==> config.mk <==
export PLATFORM = sky130hd
export DESIGN_NAME = fbasa_top
export DESIGN_NICKNAME = d
export VERILOG_FILES = /design/src/fbasa_pkg.sv /design/src/fbasa_alu_if.sv /design/src/fbasa_sync.sv /design/src/fbasa_alu.sv /design/src/fbasa_top.sv
export SDC_FILE = /design/constraint.sdc
export NUM_CORES = 1
export LEC_CHECK = 0
export BUFFER_PORTS_ARGS = -buffer_cell sky130_fd_sc_hd__buf_2
export CAP_MARGIN = 20
export CORE_AREA = 3 3 85 87
export DETAILED_ROUTE_END_ITERATION = 7
export DIE_AREA = 0 0 88 90
export HOLD_SLACK_MARGIN = 0.15
export PLACE_DENSITY = 0.68
export REMOVE_ABC_BUFFERS = 1
export SYNTH_ARGS = -nofsm -noshare
export SYNTH_HDL_FRONTEND = slang
export SYNTH_SLANG_ARGS = --single-unit
==> constraint.sdc <==
create_clock -name mclk_in -period 4.3 [get_ports mclk_in]
set_input_delay 0.43 -clock mclk_in [delete_from_list [all_inputs] [get_ports mclk_in]]
set_output_delay 0.43 -clock mclk_in [all_outputs]
set_load 0.02 [all_outputs]
==> src/fbasa_pkg.sv <==
// Purpose: Shared constants for the four-bit ALU and shift accumulator slice
// Assumes: Register select vector bit 0 is the first select pin, bit 1 the second
// Notes: Codes follow the select pin levels directly
package fbasa_pkg;
    localparam int unsigned FBASA_WIDTH = 4;
    localparam int unsigned FBASA_FSEL_WIDTH = 3;
    localparam int unsigned FBASA_SYNC_WIDTH = 14;
    localparam logic [1:0] FBASA_RSEL_LOAD = 2'h0;
    localparam logic [1:0] FBASA_RSEL_LEFT = 2'h2;
    localparam logic [1:0] FBASA_RSEL_RIGHT = 2'h1;
    localparam logic [1:0] FBASA_RSEL_HOLD = 2'h3;
    localparam logic [2:0] FBASA_FN_ALL_ONES = 3'h0;
    localparam logic [2:0] FBASA_FN_B_MINUS_A = 3'h1;
    localparam logic [2:0] FBASA_FN_A_MINUS_B = 3'h2;
    localparam logic [2:0] FBASA_FN_A_PLUS_B = 3'h3;
    localparam logic [2:0] FBASA_FN_PASS_B = 3'h4;
    localparam logic [2:0] FBASA_FN_NOT_B = 3'h5;
    localparam logic [2:0] FBASA_FN_PASS_A = 3'h6;
    localparam logic [2:0] FBASA_FN_NOT_A = 3'h7;
    localparam logic [2:0] FBASA_LG_ZERO = 3'h0;
    localparam logic [2:0] FBASA_LG_XOR_A = 3'h1;
    localparam logic [2:0] FBASA_LG_XOR_B = 3'h2;
    localparam logic [2:0] FBASA_LG_AND_A = 3'h3;
    localparam logic [2:0] FBASA_LG_AND_B = 3'h4;
    localparam logic [2:0] FBASA_LG_OR_A = 3'h5;
    localparam logic [2:0] FBASA_LG_NAND = 3'h6;
    localparam logic [2:0] FBASA_LG_OR_B = 3'h7;
    localparam logic [3:0] FBASA_OUT_RST = 4'h0;
    localparam logic FBASA_BIT_RST = 1'b0;
    localparam logic FBASA_NBIT_RST = 1'b1;
    localparam logic [13:0] FBASA_SYNC_RST = 14'h0000;
endpackage

==> src/fbasa_alu_if.sv <==
// Purpose: Carries operands, selects and results between the slice and its ALU
// Assumes: Purely combinational ALU behind the alu modport
// Notes: None
`timescale 1ns/1ps
interface fbasa_alu_if;
    logic [3:0] operand_a;
    logic [3:0] operand_b;
    logic [2:0] func_sel;
    logic logic_mode;
    logic carry_in;
    logic [3:0] result;
    logic carry_out;
    logic prop_n;
    logic gen_n;
    modport alu (input operand_a, operand_b, func_sel, logic_mode, carry_in,
        output result, carry_out, prop_n, gen_n);
    modport user (output operand_a, operand_b, func_sel, logic_mode, carry_in,
        input result, carry_out, prop_n, gen_n);
endinterface

==> src/fbasa_sync.sv <==
// Purpose: Three-stage pin synchroniser with agreement filter
// Assumes: Inputs are asynchronous to mclk_in
// Notes: A new level is taken only once stages two and three agree
`timescale 1ns/1ps
module fbasa_sync
    import fbasa_pkg::*;
#(
    parameter int unsigned WIDTH = FBASA_SYNC_WIDTH
)
(
    input wire logic mclk_in,
    input wire logic resetn_in,
    input wire logic [WIDTH-1:0] pins_in,
    output logic [WIDTH-1:0] level_out
);
    genvar i;
    generate
        for (i = 0; i < WIDTH; i++)
        begin : g_bit
            logic s1;
            logic s2;
            logic s3;
            logic lvl;
            logic next_lvl;
            always_comb
            begin
                next_lvl = (s2 == s3) ? s3 : lvl;
            end
            always_ff @(posedge mclk_in)
            begin
                if (!resetn_in)
                begin
                    s1 <= 1'b0;
                    s2 <= 1'b0;
                    s3 <= 1'b0;
                    lvl <= 1'b0;
                end
                else
                begin
                    s1 <= pins_in[i];
                    s2 <= s1;
                    s3 <= s2;
                    lvl <= next_lvl;
                end
            end
            assign level_out[i] = lvl;
        end
    endgenerate
endmodule

==> src/fbasa_alu.sv <==
// Purpose: Four-bit function generator with full internal look-ahead
// Assumes: Operand B comes from the storage register
// Notes: Arithmetic is a sum of two chosen words plus a carry
`timescale 1ns/1ps
module fbasa_alu
    import fbasa_pkg::*;
(
    fbasa_alu_if.alu bus
);
    logic [3:0] x;
    logic [3:0] y;
    logic c0;
    logic [3:0] p;
    logic [3:0] g;
    logic [4:0] c;
    logic [3:0] lg;
    always_comb
    begin
        x = bus.operand_a;
        y = bus.operand_b;
        c0 = bus.carry_in;
        unique case (bus.func_sel)
            // All ones plus an inverted carry gives the 1110 / 1111 pair
            FBASA_FN_ALL_ONES:
            begin
                x = 4'hf;
                y = 4'hf;
                c0 = ~bus.carry_in;
            end
            FBASA_FN_B_MINUS_A: x = ~bus.operand_a;
            FBASA_FN_A_MINUS_B: y = ~bus.operand_b;
            FBASA_FN_A_PLUS_B: x = bus.operand_a;
            FBASA_FN_PASS_B: x = 4'h0;
            FBASA_FN_NOT_B:
            begin
                x = 4'h0;
                y = ~bus.operand_b;
            end
            FBASA_FN_PASS_A: y = 4'h0;
            FBASA_FN_NOT_A:
            begin
                x = ~bus.operand_a;
                y = 4'h0;
            end
        endcase
        p = x | y;
        g = x & y;
        // Carries formed in parallel, not rippled
        c[0] = c0;
        c[1] = g[0] | (p[0] & c0);
        c[2] = g[1] | (p[1] & g[0]) | (p[1] & p[0] & c0);
        c[3] = g[2] | (p[2] & g[1]) | (p[2] & p[1] & g[0]) | (p[2] & p[1] & p[0] & c0);
        c[4] = g[3] | (p[3] & g[2]) | (p[3] & p[2] & g[1]) | (p[3] & p[2] & p[1] & g[0])
            | (p[3] & p[2] & p[1] & p[0] & c0);
        unique case (bus.func_sel)
            FBASA_LG_ZERO: lg = 4'h0;
            FBASA_LG_XOR_A: lg = bus.operand_a ^ bus.operand_b;
            FBASA_LG_XOR_B: lg = bus.operand_a ^ bus.operand_b;
            FBASA_LG_AND_A: lg = bus.operand_a & bus.operand_b;
            FBASA_LG_AND_B: lg = bus.operand_a & bus.operand_b;
            FBASA_LG_OR_A: lg = bus.operand_a | bus.operand_b;
            FBASA_LG_NAND: lg = ~(bus.operand_a & bus.operand_b);
            FBASA_LG_OR_B: lg = bus.operand_a | bus.operand_b;
        endcase
        if (bus.logic_mode)
        begin
            bus.result = lg;
            bus.carry_out = 1'b0;
            bus.prop_n = 1'b1;
            bus.gen_n = 1'b1;
        end
        else
        begin
            bus.result = (x ^ y) ^ c[3:0];
            bus.carry_out = c[4];
            bus.prop_n = ~(&p);
            bus.gen_n = ~(g[3] | (p[3] & g[2]) | (p[3] & p[2] & g[1]) | (p[3] & p[2] & p[1] & g[0]));
        end
    end
endmodule

==> src/fbasa_top.sv <==
// Purpose: Four-bit accumulator slice, ALU feeding a shift and storage register
// Assumes: All pin inputs are asynchronous and pass the synchroniser
// Notes: Result and flag outputs are registered copies, one clock behind the internal loop; store_out is not registered
`timescale 1ns/1ps
// How it works
// - Sixteen operations from select and mode
// - Mode high gives logic, ignores carry
// - Carry high adds one in arithmetic, except code zero
// - Both subtraction orders are available
// - Code zero gives 1110 or 1111
// - Codes four to seven pass or invert
// - Logic codes give zero, XOR, AND, OR, NAND
// - Parallel carries, active-low propagate and generate
// - Register feeds B, loads ALU result
// - Two selects plus shift kind choose action
// - Load takes result, cascade lines released
// - Logical left takes top from high line
// - Arithmetic left keeps sign, feeds third stage
// - Logical right takes bottom from low line
// - Arithmetic right keeps sign, outputs third stage
// - Hold keeps stages, cascade lines released
// - Register changes only on clock edges
// - Cascade lines driven only when shifting out
// - Low line shifts right in, left out
module fbasa_top
    import fbasa_pkg::*;
(
    input wire logic mclk_in,
    input wire logic resetn_in,
    input wire logic [3:0] operand_a_in,
    input wire logic [2:0] alu_func_sel_in,
    input wire logic logic_mode_in,
    input wire logic carry_in_in,
    input wire logic shift_kind_control_in,
    input wire logic [1:0] reg_sel_in,
    input wire logic low_end_cascade_io_in,
    input wire logic high_end_cascade_io_in,
    output logic low_end_cascade_io_out,
    output logic low_end_cascade_io_oe_out,
    output logic high_end_cascade_io_out,
    output logic high_end_cascade_io_oe_out,
    output logic [3:0] result_out,
    output logic carry_out,
    output logic prop_n_out,
    output logic gen_n_out,
    output logic [3:0] store_out
);
    logic [13:0] pins;
    logic [13:0] lvl;
    logic [3:0] s_a;
    logic [2:0] s_fsel;
    logic s_mode;
    logic s_cin;
    logic s_kind;
    logic [1:0] s_rsel;
    logic s_low;
    logic s_high;
    logic [3:0] store;
    logic [3:0] next_store;
    logic low_q;
    logic low_oe_q;
    logic high_q;
    logic high_oe_q;
    logic next_low;
    logic next_low_oe;
    logic next_high;
    logic next_high_oe;
    logic [3:0] result_q;
    logic cout_q;
    logic prop_n_q;
    logic gen_n_q;
    fbasa_alu_if alu_bus ();

    assign pins = {operand_a_in, alu_func_sel_in, logic_mode_in, carry_in_in, shift_kind_control_in,
        reg_sel_in, low_end_cascade_io_in, high_end_cascade_io_in};

    fbasa_sync #(.WIDTH(FBASA_SYNC_WIDTH)) u_sync
    (
        .mclk_in(mclk_in),
        .resetn_in(resetn_in),
        .pins_in(pins),
        .level_out(lvl)
    );

    assign s_a = lvl[13:10];
    assign s_fsel = lvl[9:7];
    assign s_mode = lvl[6];
    assign s_cin = lvl[5];
    assign s_kind = lvl[4];
    assign s_rsel = lvl[3:2];
    assign s_low = lvl[1];
    assign s_high = lvl[0];

    assign alu_bus.operand_a = s_a;
    assign alu_bus.operand_b = store;
    assign alu_bus.func_sel = s_fsel;
    assign alu_bus.logic_mode = s_mode;
    assign alu_bus.carry_in = s_cin;

    fbasa_alu u_alu
    (
        .bus(alu_bus.alu)
    );

    // Stage a is bit 0, stage d is bit 3 and carries the sign
    always_comb
    begin
        next_store = store;
        next_low = low_q;
        next_high = high_q;
        next_low_oe = 1'b0;
        next_high_oe = 1'b0;
        unique case (s_rsel)
            FBASA_RSEL_LOAD:
            begin
                next_store = alu_bus.result;
            end
            FBASA_RSEL_LEFT:
            begin
                if (s_kind)
                begin
                    next_store = {store[3], s_high, store[2:1]};
                end
                else
                begin
                    next_store = {s_high, store[3:1]};
                end
                next_low = next_store[0];
                next_low_oe = 1'b1;
            end
            FBASA_RSEL_RIGHT:
            begin
                if (s_kind)
                begin
                    next_store = {store[3], store[1:0], s_low};
                    next_high = next_store[2];
                end
                else
                begin
                    next_store = {store[2:0], s_low};
                    next_high = next_store[3];
                end
                next_high_oe = 1'b1;
            end
            FBASA_RSEL_HOLD:
            begin
                next_store = store;
            end
        endcase
    end

    // No reset here: during reset the select reads as load, so code zero loads 1111
    always_ff @(posedge mclk_in)
    begin
        store <= next_store;
    end

    always_ff @(posedge mclk_in)
    begin
        if (!resetn_in)
        begin
            low_q <= FBASA_BIT_RST;
            low_oe_q <= FBASA_BIT_RST;
            high_q <= FBASA_BIT_RST;
            high_oe_q <= FBASA_BIT_RST;
            result_q <= FBASA_OUT_RST;
            cout_q <= FBASA_BIT_RST;
            prop_n_q <= FBASA_NBIT_RST;
            gen_n_q <= FBASA_NBIT_RST;
        end
        else
        begin
            low_q <= next_low;
            low_oe_q <= next_low_oe;
            high_q <= next_high;
            high_oe_q <= next_high_oe;
            result_q <= alu_bus.result;
            cout_q <= alu_bus.carry_out;
            prop_n_q <= alu_bus.prop_n;
            gen_n_q <= alu_bus.gen_n;
        end
    end

    assign low_end_cascade_io_out = low_q;
    assign low_end_cascade_io_oe_out = low_oe_q;
    assign high_end_cascade_io_out = high_q;
    assign high_end_cascade_io_oe_out = high_oe_q;
    assign result_out = result_q;
    assign carry_out = cout_q;
    assign prop_n_out = prop_n_q;
    assign gen_n_out = gen_n_q;
    assign store_out = store;

    chk_load_takes_result: assert property (@(posedge mclk_in) disable iff (!resetn_in)
        (s_rsel == FBASA_RSEL_LOAD) |=> (store == $past(alu_bus.result)) && !low_end_cascade_io_oe_out
        && !high_end_cascade_io_oe_out)
        else $error("load did not take ALU result");
    chk_hold_keeps_store: assert property (@(posedge mclk_in) disable iff (!resetn_in)
        (s_rsel == FBASA_RSEL_HOLD) |=> $stable(store) && !low_end_cascade_io_oe_out
        && !high_end_cascade_io_oe_out)
        else $error("hold changed store or drove a cascade line");
    chk_logical_left_shift: assert property (@(posedge mclk_in) disable iff (!resetn_in)
        (s_rsel == FBASA_RSEL_LEFT && !s_kind) |=> (store == {$past(s_high), $past(store[3:1])})
        && low_end_cascade_io_oe_out && (low_end_cascade_io_out == store[0]))
        else $error("logical left shift wrong");
    chk_arith_left_sign: assert property (@(posedge mclk_in) disable iff (!resetn_in)
        (s_rsel == FBASA_RSEL_LEFT && s_kind) |=> (store[3] == $past(store[3])) && (store[2] == $past(s_high))
        && (store[1:0] == $past(store[2:1])))
        else $error("arithmetic left shift wrong");
    chk_logical_right_shift: assert property (@(posedge mclk_in) disable iff (!resetn_in)
        (s_rsel == FBASA_RSEL_RIGHT && !s_kind) |=> (store == {$past(store[2:0]), $past(s_low)})
        && high_end_cascade_io_oe_out && (high_end_cascade_io_out == store[3]))
        else $error("logical right shift wrong");
    chk_arith_right_sign: assert property (@(posedge mclk_in) disable iff (!resetn_in)
        (s_rsel == FBASA_RSEL_RIGHT && s_kind) |=> (store[3] == $past(store[3]))
        && (high_end_cascade_io_out == store[2]) && !low_end_cascade_io_oe_out)
        else $error("arithmetic right shift wrong");
    chk_add_with_carry: assert property (@(posedge mclk_in) disable iff (!resetn_in)
        (!s_mode && s_fsel == FBASA_FN_A_PLUS_B) |=> ({carry_out, result_out} ==
        5'({1'b0, $past(s_a)} + {1'b0, $past(store)} + {4'h0, $past(s_cin)})))
        else $error("add result wrong");
    chk_sub_a_minus_b: assert property (@(posedge mclk_in) disable iff (!resetn_in)
        (!s_mode && s_fsel == FBASA_FN_A_MINUS_B && s_cin) |=> (result_out == 4'($past(s_a) - $past(store))))
        else $error("A minus B wrong");
    chk_all_ones_code: assert property (@(posedge mclk_in) disable iff (!resetn_in)
        (!s_mode && s_fsel == FBASA_FN_ALL_ONES) |=> (result_out == ($past(s_cin) ? 4'he : 4'hf)))
        else $error("code zero arithmetic wrong");
    chk_logic_ignores_carry: assert property (@(posedge mclk_in) disable iff (!resetn_in)
        (s_mode && s_fsel == FBASA_LG_NAND) |=> (result_out == ~($past(s_a) & $past(store))) && !carry_out)
        else $error("logic mode result wrong");

    // Cascade lines, the remaining codes and the look-ahead outputs
    chk_right_frees_low: assert property (@(posedge mclk_in) disable iff (!resetn_in)
        (s_rsel == FBASA_RSEL_RIGHT)
        |=> !low_end_cascade_io_oe_out && high_end_cascade_io_oe_out)
        else $error("right shift drove the low cascade line");
    chk_left_frees_high: assert property (@(posedge mclk_in) disable iff (!resetn_in)
        (s_rsel == FBASA_RSEL_LEFT)
        |=> !high_end_cascade_io_oe_out && low_end_cascade_io_oe_out)
        else $error("left shift drove the high cascade line");
    chk_arith_left_out: assert property (@(posedge mclk_in) disable iff (!resetn_in)
        (s_rsel == FBASA_RSEL_LEFT && s_kind)
        |=> low_end_cascade_io_oe_out && (low_end_cascade_io_out == store[0]))
        else $error("arithmetic left shift output wrong");
    chk_arith_right_body: assert property (@(posedge mclk_in) disable iff (!resetn_in)
        (s_rsel == FBASA_RSEL_RIGHT && s_kind)
        |=> (store[2:0] == {$past(store[1:0]), $past(s_low)}) && high_end_cascade_io_oe_out)
        else $error("arithmetic right shift body wrong");
    chk_lines_keep_value: assert property (@(posedge mclk_in) disable iff (!resetn_in)
        (s_rsel == FBASA_RSEL_LOAD || s_rsel == FBASA_RSEL_HOLD)
        |=> $stable(low_end_cascade_io_out) && $stable(high_end_cascade_io_out))
        else $error("released cascade value moved");
    chk_sub_b_minus_a: assert property (@(posedge mclk_in) disable iff (!resetn_in)
        (!s_mode && s_fsel == FBASA_FN_B_MINUS_A && s_cin)
        |=> (result_out == 4'($past(store) - $past(s_a))))
        else $error("B minus A wrong");
    chk_sub_no_carry: assert property (@(posedge mclk_in) disable iff (!resetn_in)
        (!s_mode && s_fsel == FBASA_FN_A_MINUS_B && !s_cin)
        |=> (result_out == 4'($past(s_a) - $past(store) - 4'h1)))
        else $error("A minus B minus one wrong");
    chk_pass_b_code: assert property (@(posedge mclk_in) disable iff (!resetn_in)
        (!s_mode && s_fsel == FBASA_FN_PASS_B)
        |=> (result_out == 4'($past(store) + {3'h0, $past(s_cin)})))
        else $error("B code wrong");
    chk_not_b_code: assert property (@(posedge mclk_in) disable iff (!resetn_in)
        (!s_mode && s_fsel == FBASA_FN_NOT_B)
        |=> (result_out == 4'(~$past(store) + {3'h0, $past(s_cin)})))
        else $error("inverted B code wrong");
    chk_pass_a_code: assert property (@(posedge mclk_in) disable iff (!resetn_in)
        (!s_mode && s_fsel == FBASA_FN_PASS_A)
        |=> (result_out == 4'($past(s_a) + {3'h0, $past(s_cin)})))
        else $error("A code wrong");
    chk_not_a_code: assert property (@(posedge mclk_in) disable iff (!resetn_in)
        (!s_mode && s_fsel == FBASA_FN_NOT_A)
        |=> (result_out == 4'(~$past(s_a) + {3'h0, $past(s_cin)})))
        else $error("inverted A code wrong");
    chk_logic_zero: assert property (@(posedge mclk_in) disable iff (!resetn_in)
        (s_mode && s_fsel == FBASA_LG_ZERO)
        |=> (result_out == 4'h0))
        else $error("logic zero wrong");
    chk_logic_xor: assert property (@(posedge mclk_in) disable iff (!resetn_in)
        (s_mode && (s_fsel == FBASA_LG_XOR_A || s_fsel == FBASA_LG_XOR_B))
        |=> (result_out == ($past(s_a) ^ $past(store))))
        else $error("logic xor wrong");
    chk_logic_and: assert property (@(posedge mclk_in) disable iff (!resetn_in)
        (s_mode && (s_fsel == FBASA_LG_AND_A || s_fsel == FBASA_LG_AND_B))
        |=> (result_out == ($past(s_a) & $past(store))))
        else $error("logic and wrong");
    chk_logic_or: assert property (@(posedge mclk_in) disable iff (!resetn_in)
        (s_mode && (s_fsel == FBASA_LG_OR_A || s_fsel == FBASA_LG_OR_B))
        |=> (result_out == ($past(s_a) | $past(store))))
        else $error("logic or wrong");
    chk_logic_flags: assert property (@(posedge mclk_in) disable iff (!resetn_in)
        s_mode
        |=> prop_n_out && gen_n_out && !carry_out)
        else $error("logic mode carry outputs active");
    chk_gen_sets_carry: assert property (@(posedge mclk_in) disable iff (!resetn_in)
        !s_mode
        |=> (gen_n_out || carry_out))
        else $error("generate without carry out");
    chk_prop_passes_carry: assert property (@(posedge mclk_in) disable iff (!resetn_in)
        (!s_mode && s_cin)
        |=> (prop_n_out || carry_out))
        else $error("propagate did not pass carry");
endmodule

==> impl_metrics.yaml <==
setup_path:
  worstSetupEndpointType: "flip-flop"
  worstRegToRegCells: 7
  arrival_ns: 3.37
  ff2ff_setup_slack_ns: 1.12
  critPathMaxFanout: 27
  critPathLaunchType: "flip-flop"
  crit_type: "flip-flop to flip-flop"
  cp_data_required_time_ns: 4.49
  reg2reg_from: "u_sync.g_bit[7].lvl$_SDFFE_PN0N_"
  reg2reg_to: "store_out[3]$_DFFE_PP_"
global_route:
  met2_usage: 0.269
  grtUsageMet1: 0.220
  track_usage: 0.173
  grt_pass1_wl_um: 10900
  antenna_found_initial: 0
  grt_overflow: 0
  grt_pass1_vias: 2386
  grt-busiest-layer: "met2"
  grt_use_met3: 0.0494
  grt_max_degree: 50
clocking:
  clockBufferDepth: 2
  cts_tree: "built"
  cts-resized-gates: 0
  post_cts_buffers: 0
  clock-sinks: 71
  h-tree-depth: 3
  cts_root_buffer: "clkbuf_8"
  cts_buffers: 9
  cts.clk_slew.worst_paths_ns: 0.08
  cts_hold_buf: 0
  insertion_delay_ns: 0.34
timing:
  rsz0062_at_grt: "no"
  fmax_mhz: 315
  min_period_ns: 3.18
  setup_violations: 0
  finalHoldViolCount: 0
  tns_ns: 0
  slew_headroom: 0.455
  fin_skew_ns: 0.00912
  period_share: 0.739
  drv_slew: 0
  worst_pin_slew_ns: 0.816
floorplan:
  die_w_um: 88
  num_rows: 29
  dieHeight_um: 90
  coreArea_sq_um: 6420
  die_area_sq_um: 7920
  start_util: 0.506
  ios: 31
run_status:
  status: "finished clean"
pwr:
  power.share.clock: 0.461
  p_sw_uw: 287
  combPwrFrac: 0.038
  internal_power_uw: 1100
  swShare: 0.207
  power.leakage_uw: 0.00156
  irDropWorstVdd_mv: 0.226
  power.density_nw_per_um2: 376
  seq_power_share: 0.501
layout:
  diodes: 0
  multi_input_area_sq_um: 1640
  seqCellArea_sq_um: 1460
  postLayoutCellArea_sq_um: 3690
  fin_nets: 414
  syn_to_final_growth_pct: 13.6
  drive_gt1_frac: 0.139
  fillCellCount: 572
synth:
  ys_ff_latch: 71
  synth_edf_count: 4
  netlist-cell-type-count: 47
  syn_area_sq_um: 3250
  postSynthAreaPerCell_sq_um: 9.28
  ys_seq_area_frac: 0.450
  synth_warnings: 0
  synth_flop_cell: "dfxtp_1"
  synthArstFlopShare: 0
  synth_cells: 350
hold_path:
  hold_end: "u_sync.g_bit[5].s1$_SDFF_PN0_"
  min_delay_path_depth: 2
  min_from: "carry_in_in"
  hp-class: "input port to flip-flop"
detailed_routing:
  post-route-drc-count: 0
  routed_wl_um: 6230
  num_vias: 2435
  first_pass_iters: 4
  ant_nets: 0
  first_iter_violations: 127
  avgRoutedWirePerCell_um: 13.6
  viasPerCell: 5.32
job:
  max-cap-violations: 0
placed_design:
  portBuffers: 30
  routabilityCongestion: 0.822
  dp_hpwl_um: 4300
  placed_area_sq_um: 3430
==> through the flow <==
stage | setup slack [ns] | instances | power (uW) | hold WS (ns) | utilization
2_1_floorplan | 1.49 | 333 | 738 | 0.412 | -
3_3_place_gp | 1.32 | 442 | 761 | 0.413 | 0.535
3_5_place_dp | 1.20 | 442 | 763 | 0.419 | 0.535
4_1_cts | 1.18 | 458 | 1400 | 0.277 | 0.574
5_1_grt | 0.901 | 458 | 1440 | 0.273 | 0.574
6_report | 1.12 | 458 | 1390 | 0.287 | 0.574
==> critical path, cell delays in order, from the launching register on <==
cell and delay [ns]:
dfxtp_1 0.86, a21boi_1 0.61, a21o_1 0.21, ha_1 0.30, nand2b_1 0.16, a21oi_1 0.12, or4_1 0.58, a41oi_2 0.20
==> sequential cells by signal, summed over array words and instances, names as in the netlist, 4 cells and up <==
signal            flops
store_out             4
result_out            4
u_sync.g_bit.lvl     14
u_sync.g_bit.s3      14
u_sync.g_bit.s1      14
u_sync.g_bit.s2      14
==> power by group through the flow <==
stage / registers (uW) / clock network [uW] / logic, uW
CTS: 694 / 653 / 54.0
detailed placement: 709 / 0 / 53.7
global route: 696 / 688 / 60.4
finish: 694 / 639 / 53.0
global placement: 708 / 0 / 52.8
floorplan: 713 / 0 / 24.8
==> worst max-delay path by stage <==
| stage | end | slack, ns | start |
|---|---|---|---|
| after global routing | store_out[3]$_DFFE_PP_ | 0.90 | u_sync.g_bit[7].lvl$_SDFFE_PN0N_ |
| after CTS | store_out[3]$_DFFE_PP_ | 1.18 | u_sync.g_bit[7].lvl$_SDFFE_PN0N_ |
| final | store_out[3]$_DFFE_PP_ | 1.12 | u_sync.g_bit[7].lvl$_SDFFE_PN0N_ |
| after floorplan | store_out[3]$_DFFE_PP_ | 1.49 | u_sync.g_bit[9].lvl$_SDFFE_PN0N_ |
| after global placement | store_out[3]$_DFFE_PP_ | 1.32 | u_sync.g_bit[7].lvl$_SDFFE_PN0N_ |
| after detailed placement | store_out[3]$_DFFE_PP_ | 1.20 | u_sync.g_bit[7].lvl$_SDFFE_PN0N_ |
==> synthesized netlist by cell type (all sizes together), types with 8 or more instances <==
cell type / number / area, sq um
clkbuf: 11 / 41.3
o21ai: 29 / 145
inv: 18 / 67.6
ha: 21 / 263
and2: 46 / 288
nand2: 31 / 116
nand2b: 13 / 81.3
nor2: 8 / 30.0
dfxtp: 67 / 1340
a21oi: 28 / 140
==> cells by family after synthesis <==
family          share of synthesized area
mux                                0.0220
compound gates                      0.194
fa+ha+maj                          0.0871
buf+inv                            0.0466
xor+xnor                          0.00539
simple gates                        0.195
flops                               0.450
==> per-layer routing <==
layer,up-vias,share of wire,routed length [um]
li1,1246,-,-
met1,1134,0.46,2890
met2,43,0.47,2940
met3,12,0.039,241
met4,0,0.025,155
met5,-,0,0
==> cell type report <==
type	instances	share of cell area
inverters	20	0.0204
well taps	77	0.0261
clock inverters	2	0.0105
multi-input cells	242	0.443
flip-flops and latches	71	0.396
clock buffers	14	0.0587
repair buffers	32	0.0448
==> layout by cell type (no fill, tap or decap), drive strengths merged, types with 2 or more instances in the layout <==
| master | count |
|---|---|
| dfxtp | 67 |
| mux2i | 6 |
| clkinv | 3 |
| xor2 | 2 |
| nor3 | 3 |
| inv | 18 |
| buf | 32 |
| o22ai | 2 |
| nand2 | 31 |
| ha | 21 |
| nor2 | 8 |
| a221oi | 2 |
| clkbuf | 14 |
| a31oi | 2 |
| and2 | 46 |
| edfxtp | 4 |
| a41oi | 2 |
| a21boi | 5 |
| o21ai | 29 |
| a211oi | 2 |
| o31ai | 6 |
| nand2b | 13 |
| nor2b | 2 |
| or4 | 2 |
| o21a | 6 |
| a21oi | 28 |
| a21o | 6 |
| nand3b | 5 |
Power figures use the tool's default switching activity.
